## config.mk

```make
export PLATFORM = sky130hd
export DESIGN_NAME = tsc_serial_config
export DESIGN_NICKNAME = d
export VERILOG_FILES = /design/src/tsc_pkg.sv /design/src/tsc_conv_if.sv /design/src/tsc_conv_seq.sv /design/src/tsc_serial_config.sv
export VERILOG_INCLUDE_DIRS = /design/src
export SDC_FILE = /design/constraint.sdc
export NUM_CORES = 1
export LEC_CHECK = 0
export BUFFER_PORTS_ARGS = -buffer_cell sky130_fd_sc_hd__buf_2
export CORE_MARGIN = 2
export CORE_UTILIZATION = 40
export CTS_CLUSTER_DIAMETER = 150
export CTS_CLUSTER_SIZE = 8
export DETAILED_ROUTE_END_ITERATION = 10
export PLACE_DENSITY_LB_ADDON = 0.05
export SYNTH_ARGS = -nofsm -noshare
export SYNTH_HDL_FRONTEND = slang
export SYNTH_SLANG_ARGS = --single-unit
```

## constraint.sdc

```tcl
create_clock -name i_clk -period 5.7 [get_ports i_clk]
set_input_delay 0 -clock i_clk [delete_from_list [all_inputs] [get_ports i_clk]]
set_output_delay 0 -clock i_clk [all_outputs]
set_load 0.005 [all_outputs]
```

## src/tsc_defines.svh

```systemverilog
// constants of the serial temperature sensor front end
`ifndef TSC_DEFINES_SVH
`define TSC_DEFINES_SVH

`define TSC_CLK_KHZ 250000
`define TSC_CONV_MS_8 75
`define TSC_CONV_MS_9 150
`define TSC_CONV_MS_10 300
`define TSC_CONV_MS_11 600
`define TSC_CONV_MS_12 1200

`define TSC_PTR_CFG 2'h0
`define TSC_PTR_TLO 2'h1
`define TSC_PTR_THI 2'h2
`define TSC_PTR_NONE 2'h3

`define TSC_ADDR_DIR_BIT 7
`define TSC_ADDR_PAD_HI 6
`define TSC_ADDR_PAD_LO 2
`define TSC_ADDR_PTR_HI 1
`define TSC_ADDR_PTR_LO 0

`define TSC_CFG_FIXED 3'h7
`define TSC_CFG_SHOT_BIT 4
`define TSC_CFG_RES_HI 3
`define TSC_CFG_RES_LO 1
`define TSC_CFG_SD_BIT 0
`define TSC_RST_SHOT 1'b0
`define TSC_RST_RES 3'h1
`define TSC_RST_SD 1'b1
`define TSC_RES_TOP_BIT 2

`define TSC_BIT_LAST 3'h7
`define TSC_ADC_BITS 12
`define TSC_PAD_BITS 4
`define TSC_TEMP_BITS 16
`define TSC_RES_MIN_BITS 8
`define TSC_RES_MAX_BITS 12

`endif

```

## src/tsc_pkg.sv

```systemverilog
// types of the serial temperature sensor front end
package tsc_pkg;
   typedef logic [2:0] tsc_res_t;
   typedef enum logic {conv_idle, conv_run} tsc_conv_state_t;
   typedef enum logic [1:0] {ser_addr, ser_read, ser_write} tsc_ser_phase_t;
endpackage : tsc_pkg

```

## src/tsc_conv_if.sv

```systemverilog
// link between the register front end and the conversion sequencer
`timescale 1ns/100ps
interface tsc_conv_if;
   import tsc_pkg::*;
   logic shutdown;
   logic shot_req;
   tsc_res_t res;
   logic done;
   logic done_shot;
   tsc_res_t res_used;
   modport ctrl (output shutdown, output shot_req, output res, input done, input done_shot, input res_used);
   modport conv (input shutdown, input shot_req, input res, output done, output done_shot, output res_used);
endinterface : tsc_conv_if

```

## src/tsc_conv_seq.sv

```systemverilog
// conversion sequencer: continuous and single conversions timed by resolution
`timescale 1ns/100ps
`include "tsc_defines.svh"
module tsc_conv_seq import tsc_pkg::*; #(
   parameter int unsigned CYC_8 = 1,
   parameter int unsigned CYC_9 = 1,
   parameter int unsigned CYC_10 = 1,
   parameter int unsigned CYC_11 = 1,
   parameter int unsigned CYC_12 = 1
) (
   input wire logic i_clk,
   input wire logic i_rst_b,
   tsc_conv_if.conv conv
);
   if (CYC_8 == 0 || CYC_9 == 0 || CYC_10 == 0 || CYC_11 == 0 || CYC_12 == 0) begin : g_bad
      $error("conversion cycle counts must be at least one");
   end

   tsc_conv_state_t state;
   logic [31:0] cnt;
   logic by_shot;
   tsc_res_t res_used;

   function automatic logic [31:0] cycles_for(input tsc_res_t r);
      logic [31:0] c;
      c = 32'(CYC_12);
      if (!r[`TSC_RES_TOP_BIT]) begin
         case (r[1:0])
            2'h0: c = 32'(CYC_8);
            2'h1: c = 32'(CYC_9);
            2'h2: c = 32'(CYC_10);
            default: c = 32'(CYC_11);
         endcase
      end
      return c - 32'h1;
   endfunction : cycles_for

   assign conv.done = (state == conv_run) && (cnt == 32'h0);
   assign conv.done_shot = conv.done && by_shot;
   assign conv.res_used = res_used;

   always_ff @(posedge i_clk or negedge i_rst_b) begin
      if (!i_rst_b) begin
         state <= conv_idle;
         cnt <= 32'h0;
         by_shot <= 1'b0;
         res_used <= `TSC_RST_RES;
      end else begin
         case (state)
            conv_idle: begin
               if (!conv.shutdown || conv.shot_req) begin
                  state <= conv_run;
                  cnt <= cycles_for(conv.res);
                  by_shot <= conv.shutdown;
                  res_used <= conv.res;
               end
            end
            conv_run: begin
               if (cnt != 32'h0) begin
                  cnt <= cnt - 32'h1;
               end else if (!conv.shutdown) begin
                  // back to back while running continuously
                  cnt <= cycles_for(conv.res);
                  by_shot <= 1'b0;
                  res_used <= conv.res;
               end else begin
                  // shutdown only takes effect after the running result is stored
                  state <= conv_idle;
               end
            end
            default: state <= conv_idle;
         endcase
      end
   end
endmodule : tsc_conv_seq

```

## src/tsc_serial_config.sv

```systemverilog
// serial temperature sensor front end: configuration, temperature bytes, spi / 3-wire slave
`timescale 1ns/100ps
`include "tsc_defines.svh"
module tsc_serial_config import tsc_pkg::*; #(
   parameter int unsigned CONV_CYC_8 = `TSC_CONV_MS_8 * `TSC_CLK_KHZ,
   parameter int unsigned CONV_CYC_9 = `TSC_CONV_MS_9 * `TSC_CLK_KHZ,
   parameter int unsigned CONV_CYC_10 = `TSC_CONV_MS_10 * `TSC_CLK_KHZ,
   parameter int unsigned CONV_CYC_11 = `TSC_CONV_MS_11 * `TSC_CLK_KHZ,
   parameter int unsigned CONV_CYC_12 = `TSC_CONV_MS_12 * `TSC_CLK_KHZ
) (
   input wire logic i_clk,
   input wire logic i_rst_b,
   input wire logic i_chip_enable,
   input wire logic i_serial_clk,
   input wire logic i_serial_in,
   input wire logic i_interface_select_strap,
   input wire logic [`TSC_ADC_BITS-1:0] i_adc_sample,
   output logic o_serial_out,
   output logic o_serial_out_oe_b
);
   tsc_conv_if conv_link ();

   logic [3:0] sync1;
   logic [3:0] sync2;
   logic ce_q;
   logic sclk_q;
   logic spi_mode;
   logic idle_high;

   logic shot;
   tsc_res_t res;
   logic sd;
   logic [7:0] temp_lo;
   logic [7:0] temp_hi;

   tsc_ser_phase_t phase;
   logic [2:0] bit_cnt;
   logic [1:0] ptr;
   logic [7:0] rx_sr;
   logic [7:0] tx_sr;
   logic tx_armed;

   logic ce_s;
   logic sclk_s;
   logic sdi_s;
   logic strap_s;
   logic ce_rise;
   logic active;
   logic sclk_rise;
   logic sclk_fall;
   logic sample_edge;
   logic launch_edge;
   logic byte_done;
   logic [7:0] next_rx;
   logic [1:0] ptr_after;
   logic load_rd;
   logic cfg_write;

   function automatic logic [1:0] next_ptr(input logic [1:0] p);
      return (p == `TSC_PTR_THI || p == `TSC_PTR_NONE) ? `TSC_PTR_CFG : p + 2'h1;
   endfunction : next_ptr

   function automatic logic [1:0] addr_to_ptr(input logic [7:0] a);
      return (a[`TSC_ADDR_PAD_HI:`TSC_ADDR_PAD_LO] == '0) ? a[`TSC_ADDR_PTR_HI:`TSC_ADDR_PTR_LO] : `TSC_PTR_NONE;
   endfunction : addr_to_ptr

   function automatic logic [7:0] rd_byte(input logic [1:0] p);
      logic [7:0] v;
      v = 8'h00;
      case (p)
         `TSC_PTR_CFG: v = {`TSC_CFG_FIXED, shot, res, sd};
         `TSC_PTR_TLO: v = temp_lo;
         `TSC_PTR_THI: v = temp_hi;
         default: v = 8'h00;
      endcase
      return v;
   endfunction : rd_byte

   function automatic logic [15:0] mask_sample(input logic [`TSC_ADC_BITS-1:0] s, input tsc_res_t r);
      logic [15:0] v;
      int unsigned bits;
      v = {s, {`TSC_PAD_BITS{1'b0}}};
      bits = r[`TSC_RES_TOP_BIT] ? `TSC_RES_MAX_BITS : `TSC_RES_MIN_BITS + 32'(r[1:0]);
      for (int unsigned i = 0; i < `TSC_TEMP_BITS; i++) begin
         if (i < `TSC_TEMP_BITS - bits) begin
            v[i] = 1'b0;
         end
      end
      return v;
   endfunction : mask_sample

   // pin synchronisers; only the second stage is read
   always_ff @(posedge i_clk or negedge i_rst_b) begin
      if (!i_rst_b) begin
         sync1 <= 4'h0;
         sync2 <= 4'h0;
      end else begin
         sync1 <= {i_interface_select_strap, i_serial_in, i_serial_clk, i_chip_enable};
         sync2 <= sync1;
      end
   end

   assign ce_s = sync2[0];
   assign sclk_s = sync2[1];
   assign sdi_s = sync2[2];
   assign strap_s = sync2[3];

   always_ff @(posedge i_clk or negedge i_rst_b) begin
      if (!i_rst_b) begin
         ce_q <= 1'b0;
         sclk_q <= 1'b0;
      end else begin
         ce_q <= ce_s;
         sclk_q <= sclk_s;
      end
   end

   assign ce_rise = ce_s && !ce_q;
   assign active = ce_s && ce_q;
   assign sclk_rise = sclk_s && !sclk_q;
   assign sclk_fall = !sclk_s && sclk_q;

   // mode and idle level frozen per frame so a mid-frame strap glitch cannot reorder bits
   always_ff @(posedge i_clk or negedge i_rst_b) begin
      if (!i_rst_b) begin
         spi_mode <= 1'b1;
         idle_high <= 1'b0;
      end else if (ce_rise) begin
         spi_mode <= strap_s;
         idle_high <= sclk_s;
      end
   end

   // spi with phase one: leaving idle launches, returning to idle strobes
   assign sample_edge = active && (spi_mode ? (idle_high ? sclk_rise : sclk_fall) : sclk_rise);
   assign launch_edge = active && (spi_mode ? (idle_high ? sclk_fall : sclk_rise) : sclk_fall);
   assign next_rx = spi_mode ? {rx_sr[6:0], sdi_s} : {sdi_s, rx_sr[7:1]};
   assign byte_done = sample_edge && (bit_cnt == `TSC_BIT_LAST);
   assign ptr_after = (phase == ser_addr) ? addr_to_ptr(next_rx) : next_ptr(ptr);
   assign load_rd = byte_done && ((phase == ser_addr && !next_rx[`TSC_ADDR_DIR_BIT]) || phase == ser_read);
   assign cfg_write = byte_done && (phase == ser_write) && (ptr == `TSC_PTR_CFG);

   // frame state; the port never looks at shutdown
   always_ff @(posedge i_clk or negedge i_rst_b) begin
      if (!i_rst_b) begin
         phase <= ser_addr;
         bit_cnt <= 3'h0;
         ptr <= `TSC_PTR_CFG;
         rx_sr <= 8'h00;
      end else if (!active) begin
         phase <= ser_addr;
         bit_cnt <= 3'h0;
         ptr <= `TSC_PTR_CFG;
         rx_sr <= 8'h00;
      end else if (sample_edge) begin
         rx_sr <= next_rx;
         bit_cnt <= bit_cnt + 3'h1;
         if (byte_done) begin
            ptr <= ptr_after;
            if (phase == ser_addr) begin
               phase <= next_rx[`TSC_ADDR_DIR_BIT] ? ser_write : ser_read;
            end
         end
      end
   end

   // transmit shifter: a byte is loaded whole before the first bit leaves
   always_ff @(posedge i_clk or negedge i_rst_b) begin
      if (!i_rst_b) begin
         tx_sr <= 8'h00;
         tx_armed <= 1'b0;
      end else if (!active) begin
         tx_armed <= 1'b0;
      end else if (load_rd) begin
         tx_sr <= rd_byte(ptr_after);
         tx_armed <= 1'b1;
      end else if (launch_edge && tx_armed) begin
         tx_sr <= spi_mode ? {tx_sr[6:0], 1'b0} : {1'b0, tx_sr[7:1]};
      end
   end

   always_ff @(posedge i_clk or negedge i_rst_b) begin
      if (!i_rst_b) begin
         o_serial_out <= 1'b0;
         o_serial_out_oe_b <= 1'b1;
      end else if (!active || phase != ser_read || !tx_armed) begin
         o_serial_out_oe_b <= 1'b1;
      end else if (launch_edge) begin
         o_serial_out <= spi_mode ? tx_sr[7] : tx_sr[0];
         o_serial_out_oe_b <= 1'b0;
      end
   end

   // configuration register
   always_ff @(posedge i_clk or negedge i_rst_b) begin
      if (!i_rst_b) begin
         res <= `TSC_RST_RES;
         sd <= `TSC_RST_SD;
      end else if (cfg_write) begin
         res <= next_rx[`TSC_CFG_RES_HI:`TSC_CFG_RES_LO];
         sd <= next_rx[`TSC_CFG_SD_BIT];
      end
   end

   // a new request beats the clear of the one just finished
   always_ff @(posedge i_clk or negedge i_rst_b) begin
      if (!i_rst_b) begin
         shot <= `TSC_RST_SHOT;
      end else if (cfg_write && sd && next_rx[`TSC_CFG_SHOT_BIT]) begin
         shot <= 1'b1;
      end else if (conv_link.done_shot) begin
         shot <= 1'b0;
      end
   end

   // temperature bytes take every finished result
   always_ff @(posedge i_clk or negedge i_rst_b) begin
      if (!i_rst_b) begin
         temp_lo <= 8'h00;
         temp_hi <= 8'h00;
      end else if (conv_link.done) begin
         {temp_hi, temp_lo} <= mask_sample(i_adc_sample, conv_link.res_used);
      end
   end

   assign conv_link.shutdown = sd;
   assign conv_link.shot_req = shot;
   assign conv_link.res = res;

   tsc_conv_seq #(
      .CYC_8(CONV_CYC_8),
      .CYC_9(CONV_CYC_9),
      .CYC_10(CONV_CYC_10),
      .CYC_11(CONV_CYC_11),
      .CYC_12(CONV_CYC_12)
   ) u_conv (
      .i_clk(i_clk),
      .i_rst_b(i_rst_b),
      .conv(conv_link.conv)
   );
endmodule : tsc_serial_config

```

* After elaboration in Yosys (flattened, before gate mapping)
Index checks and enable logic that the tools add are counted.
Storage, ports and cells: RAM bits 0, bits in latches 0, memories 0, flip-flop bits (word level) 92, bits in read-only memories 0
Operators by class: bitwise operators 2, shifts and indexed selects 0, multipliers 0, reductions and logical operators 44, equal/unequal tests 18, $add $sub $neg 7, magnitude comparators 12, mux-type cells 67, divide/modulo/power cells 0
Operators by type and width (number):
- $mux W32 | 9
- $lt A4 B32 Y1 const A | 8
- $lt A3 B32 Y1 const A | 4
- $sub A32 B1 Y32 const B | 3
- $pmux W28 S3 | 1
- $pmux W32 S2 | 1
- $mux W8 | 6
- $logic_not A32 Y1 | 1
- $reduce_bool A32 Y1 | 1
- $mux W1 | 29
- $pmux W8 S3 | 1
- $mux W2 | 11
- $logic_and A1 B1 Y1 | 16
- $mux W3 | 5
- $ne A2 B1 Y1 const B | 6
- $eq A2 B2 Y1 const B | 5
- $logic_not A2 Y1 | 4
- $reduce_and A2 Y1 | 4
- $logic_not A1 Y1 | 7
- $eq A2 B1 Y1 const B | 3
- $pmux W3 S2 | 1
- $reduce_and A3 Y1 | 2
- $reduce_bool A2 Y1 | 3
- $sub A5 B5 Y6 const A | 1
- 11 further kinds | 18

* Longest topological paths before layout
Gate-level depths: netlist of the first run.
depth after elaboration 11, gate-level depth with buffers 9, depth with buffers taken out 8

* Hierarchy
A second synthesis of the first run with hierarchy kept.
Unflattened totals: cells, all modules 556, area, all modules 5383.9 µm²
Modules (own cells, without submodules):
- tsc_serial_config | times used 1, cells an instance 252, area an instance 2713.9 µm²
- tsc_conv_seq | times used 1, cells an instance 304, area an instance 2670.1 µm²

* Worst setup path after synthesis of the first run
Ideal clock, no wire load.
path kind register to register, start reg u_conv.cnt[26], end reg u_conv.cnt[15], period minus slack after synthesis 2.668 ns, setup slack 3.032 ns, required time 5.569 ns, buffers on the path 1, arrival time 2.536 ns, setup time 0.131 ns, stages on the path, launching flop included 8, path through dfrtp_1 or4_4 or4_1 buf_2 o41ai_4 nand2_1 and3_1 or3_1
On the way: longest elaborated chain between the ends 3, elaborated cells between the ends (all ways) 5
RTL lines:
- from (decl) | line tsc_conv_seq.sv:20 | logic [31:0] cnt;
- from (signal assigned) | line tsc_conv_seq.sv:53 | cnt <= cycles_for(conv.res);
- from (signal assigned) | line tsc_conv_seq.sv:60 | cnt <= cnt - 32'h1;
- from (signal assigned) | line tsc_conv_seq.sv:63 | cnt <= cycles_for(conv.res);
- $reduce_bool A32 Y1 (*) | line tsc_conv_seq.sv:59 | if (cnt != 32'h0) begin
- $mux W32 / $ne A3 B3 Y1 (equally long branches)
- $pmux W32 S2 / $reduce_and A2 Y1 (equally long branches)
Mark *: on every way between the ends. The rest lies on a longest branch, timed or not. A chain may end at the register's enable or synchronous reset.

* Final worst setup path of the first run
Ends and elaborated chain as after synthesis.

==> results of run 1 <==
==> cell usage after synthesis (9+ instances only) <==
library cell,number,area share (%)
nor2_1,59,4.6
clkbuf_1,19,1.5
mux2i_1,23,4.8
nor4_1,9,1.2
o21ai_0,35,3.6
dfrtp_1,87,45
a21oi_1,34,3.5
nor3_1,29,3.0
nand3_1,30,3.1
ha_1,13,3.4
nor2b_1,10,1.3
nand2_1,47,3.7
==> sequential cells by signal (all words and copies together), names as in the netlist, 2 cells and up <==
register              flops
conv_link.res             3
u_conv.cnt               32
sync1                     4
u_conv.conv.res_used      3
temp_hi                   8
phase                     2
sync2                     4
rx_sr                     8
bit_cnt                   3
ptr                       2
temp_lo                   4
tx_sr                     8
==> layout make-up <==
type | instances | area (um^2)
fill | 1172 | 6410
tap | 147 | 184
inverter | 9 | 33.8
clock inverter | 3 | 40.0
sequential | 92 | 2310
clock buffer | 12 | 236
multi-input combinational | 391 | 2370
timing repair buffer | 44 | 328
==> routing by layer <==
metal  up-vias  global-route usage, %  part of all wire, %  wire length [um]
li1       1942                      -                    -                 -
met1      1904                   28.2                   49              5820
met2        56                   30.7                   46              5500
met3        15                   5.21                  3.4               400
met4         0                   5.69                  1.7               199
met5         -                      0                    0                 0
==> layout by cell type, fill, tap and decap left out, types with 3 or more instances in the layout <==
cell type	count
clkbuf_1	3
o31ai_1	3
buf_4	9
a21oi_1	34
and3_1	7
or3_1	4
or2_2	4
nor2_1	59
and2_1	3
o211ai_1	7
nor3b_1	3
o221ai_1	5
mux2i_1	23
dlygate4sd3_1	17
buf_2	18
nand2b_1	7
mux2_2	6
ha_1	13
nor3_1	29
dfrtp_1	87
o21ai_0	35
or4_1	5
a211oi_1	4
nor4_1	9
nand2_1	47
inv_1	8
nor2b_1	10
nand3_1	30
clkbuf_16	9
a311oi_1	3
dfstp_2	5
==> through the flow <==
stage	std cells	worst slack, ps	hold slack [ps]	power (mW)	area, um^2
5_1_grt	698	1600	203	1.39	5500
2_1_floorplan	518	3030	-296	0.724	4830
3_5_place_dp	666	1920	10.5	0.759	5060
3_3_place_gp	666	1950	14.0	0.759	5060
6_report	698	1920	159	1.34	5500
4_1_cts	698	1910	187	1.36	5500
==> final timing paths <==
check | end | cells past startpoint
setup / recovery | u_conv.cnt[15] | 7
hold / removal | sync1[1] | 2
setup reg to reg | u_conv.cnt[15] | 7
hold reg to reg | sync2[2] | 0
max in group asynchronous | u_conv.cnt[16] | 3
min in group i_clk | sync1[1] | 2
==> power by group through the flow <==
stage	combinational [mW]	clock, mW	sequential, mW
floorplan	0.0484	0	0.676
global placement	0.0728	0	0.686
detailed placement	0.0729	0	0.686
CTS	0.0821	0.603	0.674
global route	0.0898	0.628	0.675
finish	0.0802	0.583	0.674
==> cells by family (layout without fill, tap and decap cells) <==
kind of cell	Yosys count	count (layout)	share of synthesized area, %
muxes	29	29	6.16
buffers and inverters	35	68	3.13
xor gates and xnor gates	4	4	0.725
adders and majority gates	13	13	3.37
and+or+nand+nor	228	228	23.2
AOI/OAI and AO/OA	117	117	15.7
DFF	92	92	47.8
==> metrics.md, run 1 <==
| Metric | Value |
|---|---|
| Run status | `finished clean` |
| DR vias/cell | `5.61` |
| Slew Limit Fails | `0` |
| Number of flops mapped to enable cells by yosys | `0` |
| Share of synthesized flip-flops with an asynchronous set or reset | `100%` |
| CTS Hold Bufs | `17` |
| Logic pwr share | `under 10%` |
| Congestion Overflow GR | `0` |
| Core Area | `11900 um^2` |
| Period Utilization, post-route | `roughly two thirds` |
| Final Skew | `8.19 ps` |
| I/O pins | `20` |
| Synth Cell Area | `4830 um^2` |
| Clock latency on the worst-skew pair | `350 ps` |
| WL per Instance | `roughly 17 um` |
| CTS resizes | `0` |
| Maximum VDD drop | `0.153 mV` |
| Global-route wire length before repair | `20400 um` |
| MaxCap Viol Count | `0` |
| Critical path type | `reg -> reg` |
| Fmax | `264 MHz` |
| Clock power share | `43.6%` |
| DR pass1 iterations | `5` |
| H-tree depth | `3` |
| Post-Syn Instances | `518` |
| Die X-Extent | `114 um` |
| Worst reg-to-reg setup slack | `approximately 1900 ps` |
| Total CTS buffers | `9` |
| Net count, final | `578` |
| Pleak | `around 2.4 nW` |
| Final core utilization | `between 40% and 50%` |
| CTS tree | `done` |
| DRT iter0 DRCs | `226` |
| Post-synth net total | `549` |
| Cell-internal power | `slightly above 1 mW` |
| Worst EP required | `around 5900 ps` |
| Seq cells post-synth | `a little over 90` |
| Avg Inst Size Synth | `9.33 um^2` |
| Unrepaired setup endpoints after global routing | `no` |
| Routability Congestion | `0.833` |
| Global Route Usage Sum | `20.1%` |
| Vias in the first global route | `3944` |
| Die H | `114 um` |
| Routed Antenna Nets | `0` |
| Worst Hold Class | `in -> async` |
| Diode count | `0` |
| Synth-to-layout area growth | `13.9%` |
| Proportion of layout cells with a drive suffix above 1 | `11.3%` |
| Critical path cell sequence | `or4_4 -> or4_1 -> o41ai_4 -> nand2_1 -> buf_4 -> and3_1 -> or3_1` |
| Clock root buffer | `clkbuf_16` |
| Slew Limit Headroom | `39.1%` |
| Post-DP HPWL | `8150 um` |
| Fin. Hold Viols | `0` |
| Main synth FF type | `dfrtp_1` |
| Netlist cell types | `59` |
| Max clock buf depth | `2` |
| Slowest CP cell | `o41ai_4` |
| CP delay by family, top | `simple AND/OR/NAND/NOR gates` |
| Final setup violation count | `0` |
| Tmin final | `roughly 3800 ps` |
| CTS clock-pin slew for the worst setup and hold paths | `60 ps` |
| Detailed-route via count | `3917` |
| Row cnt | `40` |
| DRC viols | `0` |
| Switching power | `301 uW` |
| Post-Route Setup TNS | `0 ps` |
| Die ar. | `between 10000 and 15000 um^2` |
| Clock sinks | `92` |
| Final WL | `11900 um` |
| Largest net degree at the start of global routing | `between 50 and 60` |
| CP startpoint | `u_conv.cnt[26]` |
| Initial core utilization | `40.6%` |
| Power Density | `243 nW/um^2` |
| Sequential fraction of the synthesis area | `47.8%` |
| Setup Fix Bufs, Post-CTS | `0` |
| Sw frac | `22.5%` |
| Port buffer count | `19` |
| Sequential share of power | `between 50% and 60%` |
| Worst path max stage delay | `860 ps` |
| Worst Setup End Kind | `register` |
| R2R Path Start | `u_conv.cnt[26]` |
| Slew @ Worst Pin | `905 ps` |
| Ys Warns | `0` |
| CP max FO | `16` |
| CP Buf/Inv Count | `1` |
| Startpoint Class | `register` |
| Crit path DAT | `4010 ps` |
| Antenna violations before repair | `0` |
No activity file was read; power rests on OpenSTA's default activity.
==> run 2, diff against run 1 <==
==> constraint.sdc (replaced) <==
create_clock -name i_clk -period 3.1 [get_ports i_clk]
set_input_delay 0 -clock i_clk [delete_from_list [all_inputs] [get_ports i_clk]]
set_output_delay 0 -clock i_clk [all_outputs]
set_load 0.005 [all_outputs]
==> run 2 against run 1 <==
Effect of this change:
- utilization rose by 1.1 points
- design area rose by 2.4%
- clock-buffer cell count rose by 1
- combinational power rose by 100%
- total power rose by 87%
- sequential power rose by 82%
- critical endpoint is now u_conv.cnt[6]
- largest cell class unchanged
==> metrics.md, run 2 (same netlist as run 1, synthesis figures left out) <==
| Metric | Value |
|---|---|
| Diode count | `0 (unchanged)` |
| Global Route Usage Sum | `20.3% (+0.23 points)` |
| Final core utilization | `47.3% (+1.1 points)` |
| Routability Congestion | `0.814 (-2.3%)` |
| Tmin final | `2880 ps (-906 ps)` |
| Slew Limit Headroom | `47.8% (+8.7 points)` |
| Total power | `2.50 mW (+87%)` |
| Setup Fix Bufs, Post-CTS | `0 (unchanged)` |
| Slew Limit Fails | `0 (unchanged)` |
| Critical path cell sequence | `or4_4 -> or4_1 -> o41a_1 -> buf_4 -> nor3_2 -> nand2_1 -> o211a_1` |
| Row cnt | `40 (unchanged)` |
| Detailed-route via count | `3966 (+1.3%)` |
| DRT iter0 DRCs | `242 (+7.1%)` |
| Die X-Extent | `114 um (unchanged)` |
| Period Utilization, post-route | `92.8% (+26 points)` |
| Max clock buf depth | `2 (unchanged)` |
| Port buffer count | `19 (unchanged)` |
| Final setup violation count | `0 (unchanged)` |
| Worst EP required | `3340 ps (-2590 ps)` |
| Worst path max stage delay | `550 ps (-310 ps)` |
| Clock root buffer | `clkbuf_16` |
| Clock sinks | `92 (unchanged)` |
| Proportion of layout cells with a drive suffix above 1 | `14.1% (+2.9 points)` |
| Initial core utilization | `40.6% (unchanged)` |
| Most common cell after layout, fill and taps aside | `dfrtp_1` |
| Fin cells | `713 (+2.1%)` |
| Net count, final | `592 (+2.4%)` |
| Post-Route Setup TNS | `0 ps (unchanged)` |
| Final WL | `12200 um (+2.3%)` |
| Die ar. | `13000 um^2 (unchanged)` |
| Largest net degree at the start of global routing | `59 (+5.4%)` |
| Maximum VDD drop | `0.199 mV (+30%)` |
| Routed Antenna Nets | `0 (unchanged)` |
| WL per Instance | `17.1 um (+0.11%)` |
| Fin. Hold Viols | `0 (unchanged)` |
| CTS tree | `done` |
| Number of cells on the worst reg-to-reg path | `7 (unchanged)` |
| CP max FO | `31 (+15)` |
| Cells after DPL | `680 (+2.1%)` |
| I/O pins | `20 (unchanged)` |
| Crit path DAT | `3120 ps (-890 ps)` |
| Unrepaired setup endpoints after global routing | `no` |
| DR vias/cell | `5.56 (-0.88%)` |
| Run status | `finished clean` |
| Die H | `114 um (unchanged)` |
| Number of flip-flops in the largest register | `32 (unchanged)` |
| Total CTS buffers | `9 (unchanged)` |
| R2r endpoint | `u_conv.cnt[6]` |
| R2R Path Start | `u_conv.cnt[26]` |
| Clock latency on the worst-skew pair | `350 ps (about the same)` |
| CP delay by family, top | `simple AND/OR/NAND/NOR gates` |
| H-tree depth | `3 (unchanged)` |
| Startpoint Class | `register` |
| Worst Hold Class | `in -> async` |
| Fmax | `348 MHz (+31%)` |
| MaxCap Viol Count | `0 (unchanged)` |
| Post-DP HPWL | `8440 um (+3.6%)` |
| Pleak | `2.47 nW (+3.4%)` |
| Slew @ Worst Pin | `783 ps (-122 ps)` |
| Antenna violations before repair | `0 (unchanged)` |
| Vias in the first global route | `3895 (-1.2%)` |
| Global-route wire length before repair | `20600 um (+1.2%)` |
| DRC viols | `0 (unchanged)` |
| Leading cell types in the layout, fill and taps excluded | `dfrtp_1, nor2_1, nand2_1` |
| Final Skew | `5.95 ps (-2.24 ps)` |
| CTS clock-pin slew for the worst setup and hold paths | `60 ps (about the same)` |
| Worst Setup End Kind | `register` |
| Critical path type | `reg -> reg` |
| Core Area | `11900 um^2 (unchanged)` |
| Slowest CP cell | `or4_4` |
| Power Density | `443 nW/um^2 (+82%)` |
| DR pass1 iterations | `5 (unchanged)` |
| Worst reg-to-reg setup slack | `220 ps (-1690 ps)` |
| Largest reg by FF count | `u_conv.cnt` |
| Synth-to-layout area growth | `16.6%` |
| Congestion Overflow GR | `0 (unchanged)` |
| CP Buf/Inv Count | `1 (unchanged)` |
-- run 2: cell count changes in the layout (fill, tap and decap cells not counted), sizes merged --
cell,delta
clkinv,+1
buf,+14
clkbuf,+1
bufinv,-1
-- run 2: stage by stage --
stage / hold WS [ps] / cell area (um^2) / worst slack, ps
2_1_floorplan: -296 / 4830 / 432
3_3_place_gp: 108 / 5160 / 222
3_5_place_dp: 115 / 5160 / 170
4_1_cts: 281 / 5630 / 164
5_1_grt: 305 / 5640 / 64.1
6_report: 269 / 5640 / 224
-- run 2: how the worst max path moves through the flow --
| stage | startpoint | slack, ps | to | cells after the start |
|---|---|---|---|---|
| after floorplan | u_conv.cnt[26] | 430 | u_conv.cnt[15] | 7 |
| after global placement | u_conv.cnt[26] | 220 | u_conv.cnt[14] | 7 |
| after detailed placement | u_conv.cnt[27] | 170 | u_conv.cnt[12] | 7 |
| after CTS | u_conv.cnt[26] | 160 | u_conv.cnt[12] | 7 |
| after global routing | u_conv.cnt[27] | 60 | u_conv.cnt[6] | 7 |
| final | u_conv.cnt[26] | 220 | u_conv.cnt[6] | 7 |
-- run 2: layer usage --
metal	global-route usage, %	up-vias	part of all wire (%)
met4	7.56	0	1.9
met2	32.5	71	46
met3	2.76	17	2.9
met1	28.2	1918	49
li1	-	1960	-
met5	0	-	0
-- run 2: area by class of cell --
type	instances	area (um^2)
Fill cell	1180	6280
Multi-Input combinational cell	391	2380
Sequential cell	92	2310
Timing Repair Buffer	58	433
Clock buffer	13	280
Tap cell	147	184
Inverter	9	33.8
Clock inverter	3	18.8
-- run 2: report_power, final --
part | switching [mW] | internal (mW)
logic | 0.0885 | 0.0754
clock network | 0.471 | 0.630
registers | 0.0167 | 1.21
-- run 2: repair_timing --
action                     CTS  global route
resized for setup            0             1
hold buffers                17             0
setup endpoints to repair    0             2
hold endpoints to repair    68             0
-- run 2: worst register-to-register path, delay by kind of cell (launching register included) --
| kind | cells | cell delay, ps |
|---|---|---|
| AO/OA/AOI/OAI | 2 | 560 |
| AND/OR/NAND/NOR | 4 | 1560 |
| flip-flops | 1 | 420 |
| buffers and inverters | 1 | 250 |
==> run 3, diff against run 2 <==
--- a/config.mk
+++ b/config.mk
@@ -7,7 +7,7 @@
 export NUM_CORES = 1
 export LEC_CHECK = 0
 export BUFFER_PORTS_ARGS = -buffer_cell sky130_fd_sc_hd__buf_2
-export CORE_MARGIN = 2
+export CORE_MARGIN = 5
 export CORE_UTILIZATION = 40
 export CTS_CLUSTER_DIAMETER = 150
 export CTS_CLUSTER_SIZE = 8
==> run 3 against run 2 <==
Effect of this change:
- clock-buffer cell count stayed put
- register-to-register slack worse by 50 ps
- fmax is 1.8% lower
- non-clock buffer count is 1 lower
- largest cell class unchanged
- largest power group unchanged
==> metrics.md, run 3 (same netlist as run 1, synthesis figures left out) <==
| Metric | Value |
|---|---|
| Detailed-route via count | `4016 (+1.3%)` |
| Hold slack | `181 ps (-87.8 ps)` |
| Die ar. | `14400 um^2 (+11%)` |
| Clock sinks | `92 (unchanged)` |
| Area occupied by multi-input gates | `2370 um^2 (-0.21%)` |
| WL per Instance | `17.0 um (-0.68%)` |
| Net count, final | `591 (-0.17%)` |
| Final core utilization | `47.6% (+0.25 points)` |
| Critical path cell sequence | `or4_4 -> or4_1 -> o41a_1 -> buf_12 -> nor2_2 -> nand2_1 -> o221ai_1` |
| Largest reg by FF count | `u_conv.cnt` |
| Crit path DAT | `3180 ps (+60 ps)` |
| Core Area | `11900 um^2 (unchanged)` |
| DRT iter0 DRCs | `247 (+2.1%)` |
| Diode count | `0 (unchanged)` |
| Global Route Usage Sum | `18.1% (-2.2 points)` |
| Power Density | `459 nW/um^2 (+3.5%)` |
| DR pass1 iterations | `5 (unchanged)` |
| CTS resizes | `0 (unchanged)` |
| Slew Limit Headroom | `63.8% (+16 points)` |
| Port buffer count | `19 (unchanged)` |
| Worst EP required | `3360 ps (+20 ps)` |
| Post-Route Setup TNS | `0 ps (unchanged)` |
| Post-DP HPWL | `8620 um (+2.1%)` |
| Routability Congestion | `0.843 (+3.5%)` |
| FF/Latch Area | `2310 um^2 (unchanged)` |
| Slowest CP cell | `or4_4` |
| I/O pins | `20 (unchanged)` |
| Tmin final | `2930 ps (+51.8 ps)` |
| Fmax | `342 MHz (-1.8%)` |
| CP delay by family, top | `simple AND/OR/NAND/NOR gates` |
| Most common cell after layout, fill and taps aside | `dfrtp_1` |
| Maximum VDD drop | `0.325 mV (+63%)` |
| Clock latency on the worst-skew pair | `340 ps (about the same)` |
| Startpoint Class | `register` |
| Fillers | `1156 (-2.0%)` |
| Worst path max stage delay | `550 ps (about the same)` |
| Pleak | `2.48 nW (+0.46%)` |
| Total CTS buffers | `9 (unchanged)` |
| Cells after DPL | `679 (-0.15%)` |
| Slew @ Worst Pin | `542 ps (-241 ps)` |
| Critical path type | `reg -> reg` |
| Number of flip-flops in the largest register | `32 (unchanged)` |
| Largest net degree at the start of global routing | `44 (-25%)` |
| Vias in the first global route | `3963 (+1.7%)` |
| Routed Antenna Nets | `0 (unchanged)` |
| CP max FO | `26 (-16%)` |
| Leading cell types in the layout, fill and taps excluded | `dfrtp_1, nor2_1, nand2_1` |
| Fin cells | `712 (-0.14%)` |
| CP Buf/Inv Count | `1 (unchanged)` |
| MaxCap Viol Count | `0 (unchanged)` |
| Final setup violation count | `0 (unchanged)` |
| Final Skew | `7.04 ps (+1.09 ps)` |
| Period Utilization, post-route | `94.4% (+1.7 points)` |
| CTS tree | `done` |
| Proportion of layout cells with a drive suffix above 1 | `13.6% (-0.51 points)` |
| Run status | `finished clean` |
| Worst Hold Class | `in -> async` |
| H-tree depth | `3 (unchanged)` |
| Die X-Extent | `120 um (+5.3%)` |
| DRC viols | `0 (unchanged)` |
| Congestion Overflow GR | `0 (unchanged)` |
| Worst Setup End Kind | `register` |
| DR vias/cell | `5.64 (+1.4%)` |
| Clock root buffer | `clkbuf_16` |
| Antenna violations before repair | `0 (unchanged)` |
| Fin area | `5670 um^2 (+0.53%)` |
| Die H | `120 um (+5.3%)` |
| Initial core utilization | `40.6% (unchanged)` |
| Global-route wire length before repair | `20600 um (-0.17%)` |
| Final WL | `12100 um (-0.82%)` |
| Final worst setup slack | `173 ps (-51.8 ps)` |
| CTS clock-pin slew for the worst setup and hold paths | `70 ps (about the same)` |
| Total power | `2.60 mW (+4.1%)` |
| Fin. Hold Viols | `0 (unchanged)` |
| Row cnt | `40 (unchanged)` |
| Max clock buf depth | `2 (unchanged)` |
| Placed Area | `5170 um^2 (about the same)` |
| Place WS | `176 ps (+6.51 ps)` |
| Unrepaired setup endpoints after global routing | `no` |
| Synth-to-layout area growth | `17.2%` |
| Slew Limit Fails | `0 (unchanged)` |
[run 3: cell count changes in the layout (fill, tap and decap cells not counted)]
cell / delta
nor2_4: -1
clkinv_2: -2
clkbuf_1: +2
buf_12: +1
nor2_2: +1
buf_4: -2
clkbuf_8: -2
bufinv_16: +2
[run 3: path summary, 6_finish.rpt]
check / from / endpoint / slack (ps) / depth (start not counted)
worst max-delay path: u_conv.cnt[26] / u_conv.cnt[14] / 170 / 7
worst min-delay path: i_rst_b / u_conv.cnt[31] / 180 / 2
worst max register to register: u_conv.cnt[26] / u_conv.cnt[14] / 170 / 7
worst min register to register: sync1[1] / sync2[1] / 350 / 0
max in group asynchronous: i_rst_b / u_conv.conv.res_used[0] / 2070 / 3
min in group i_clk: i_chip_enable / sync1[0] / 300 / 2
[run 3: timing repair]
action | 4_1_cts | 5_1_grt
hold endpoints to repair | 55 | 0
hold buffers | 17 | 0
setup buffers | 0 | 0
[run 3: area by class of cell]
class                      count  area share [%]
multi-input combinational    391            41.9
sequential                    92            40.7
timing repair buffer          57            7.73
clock buffer                  13            4.59
tap                          147            3.25
clock inverter                 3            1.21
inverter                       9           0.596
[run 3: report_power, final]
group	switching (mW)	leakage, nW	internal [mW]
Clock	0.453	0.160	0.753
Combinational	0.0871	1.23	0.0738
Sequential	0.0165	1.09	1.22
[run 3: worst reg2reg max path, cell delays in order (launching register included)]
cell	delay, ps
dfrtp_1	420
or4_4	550
or4_1	540
o41a_1	530
buf_12	210
nor2_2	230
nand2_1	160
o221ai_1	200
[run 3: layer usage]
metal | vias up | track usage (%) | part of all wire [%]
met4 | 0 | 4.65 | 1.2
met1 | 1969 | 24.6 | 47
met5 | - | 0 | 0
met2 | 67 | 29.0 | 48
li1 | 1971 | - | -
met3 | 9 | 4.52 | 3.7
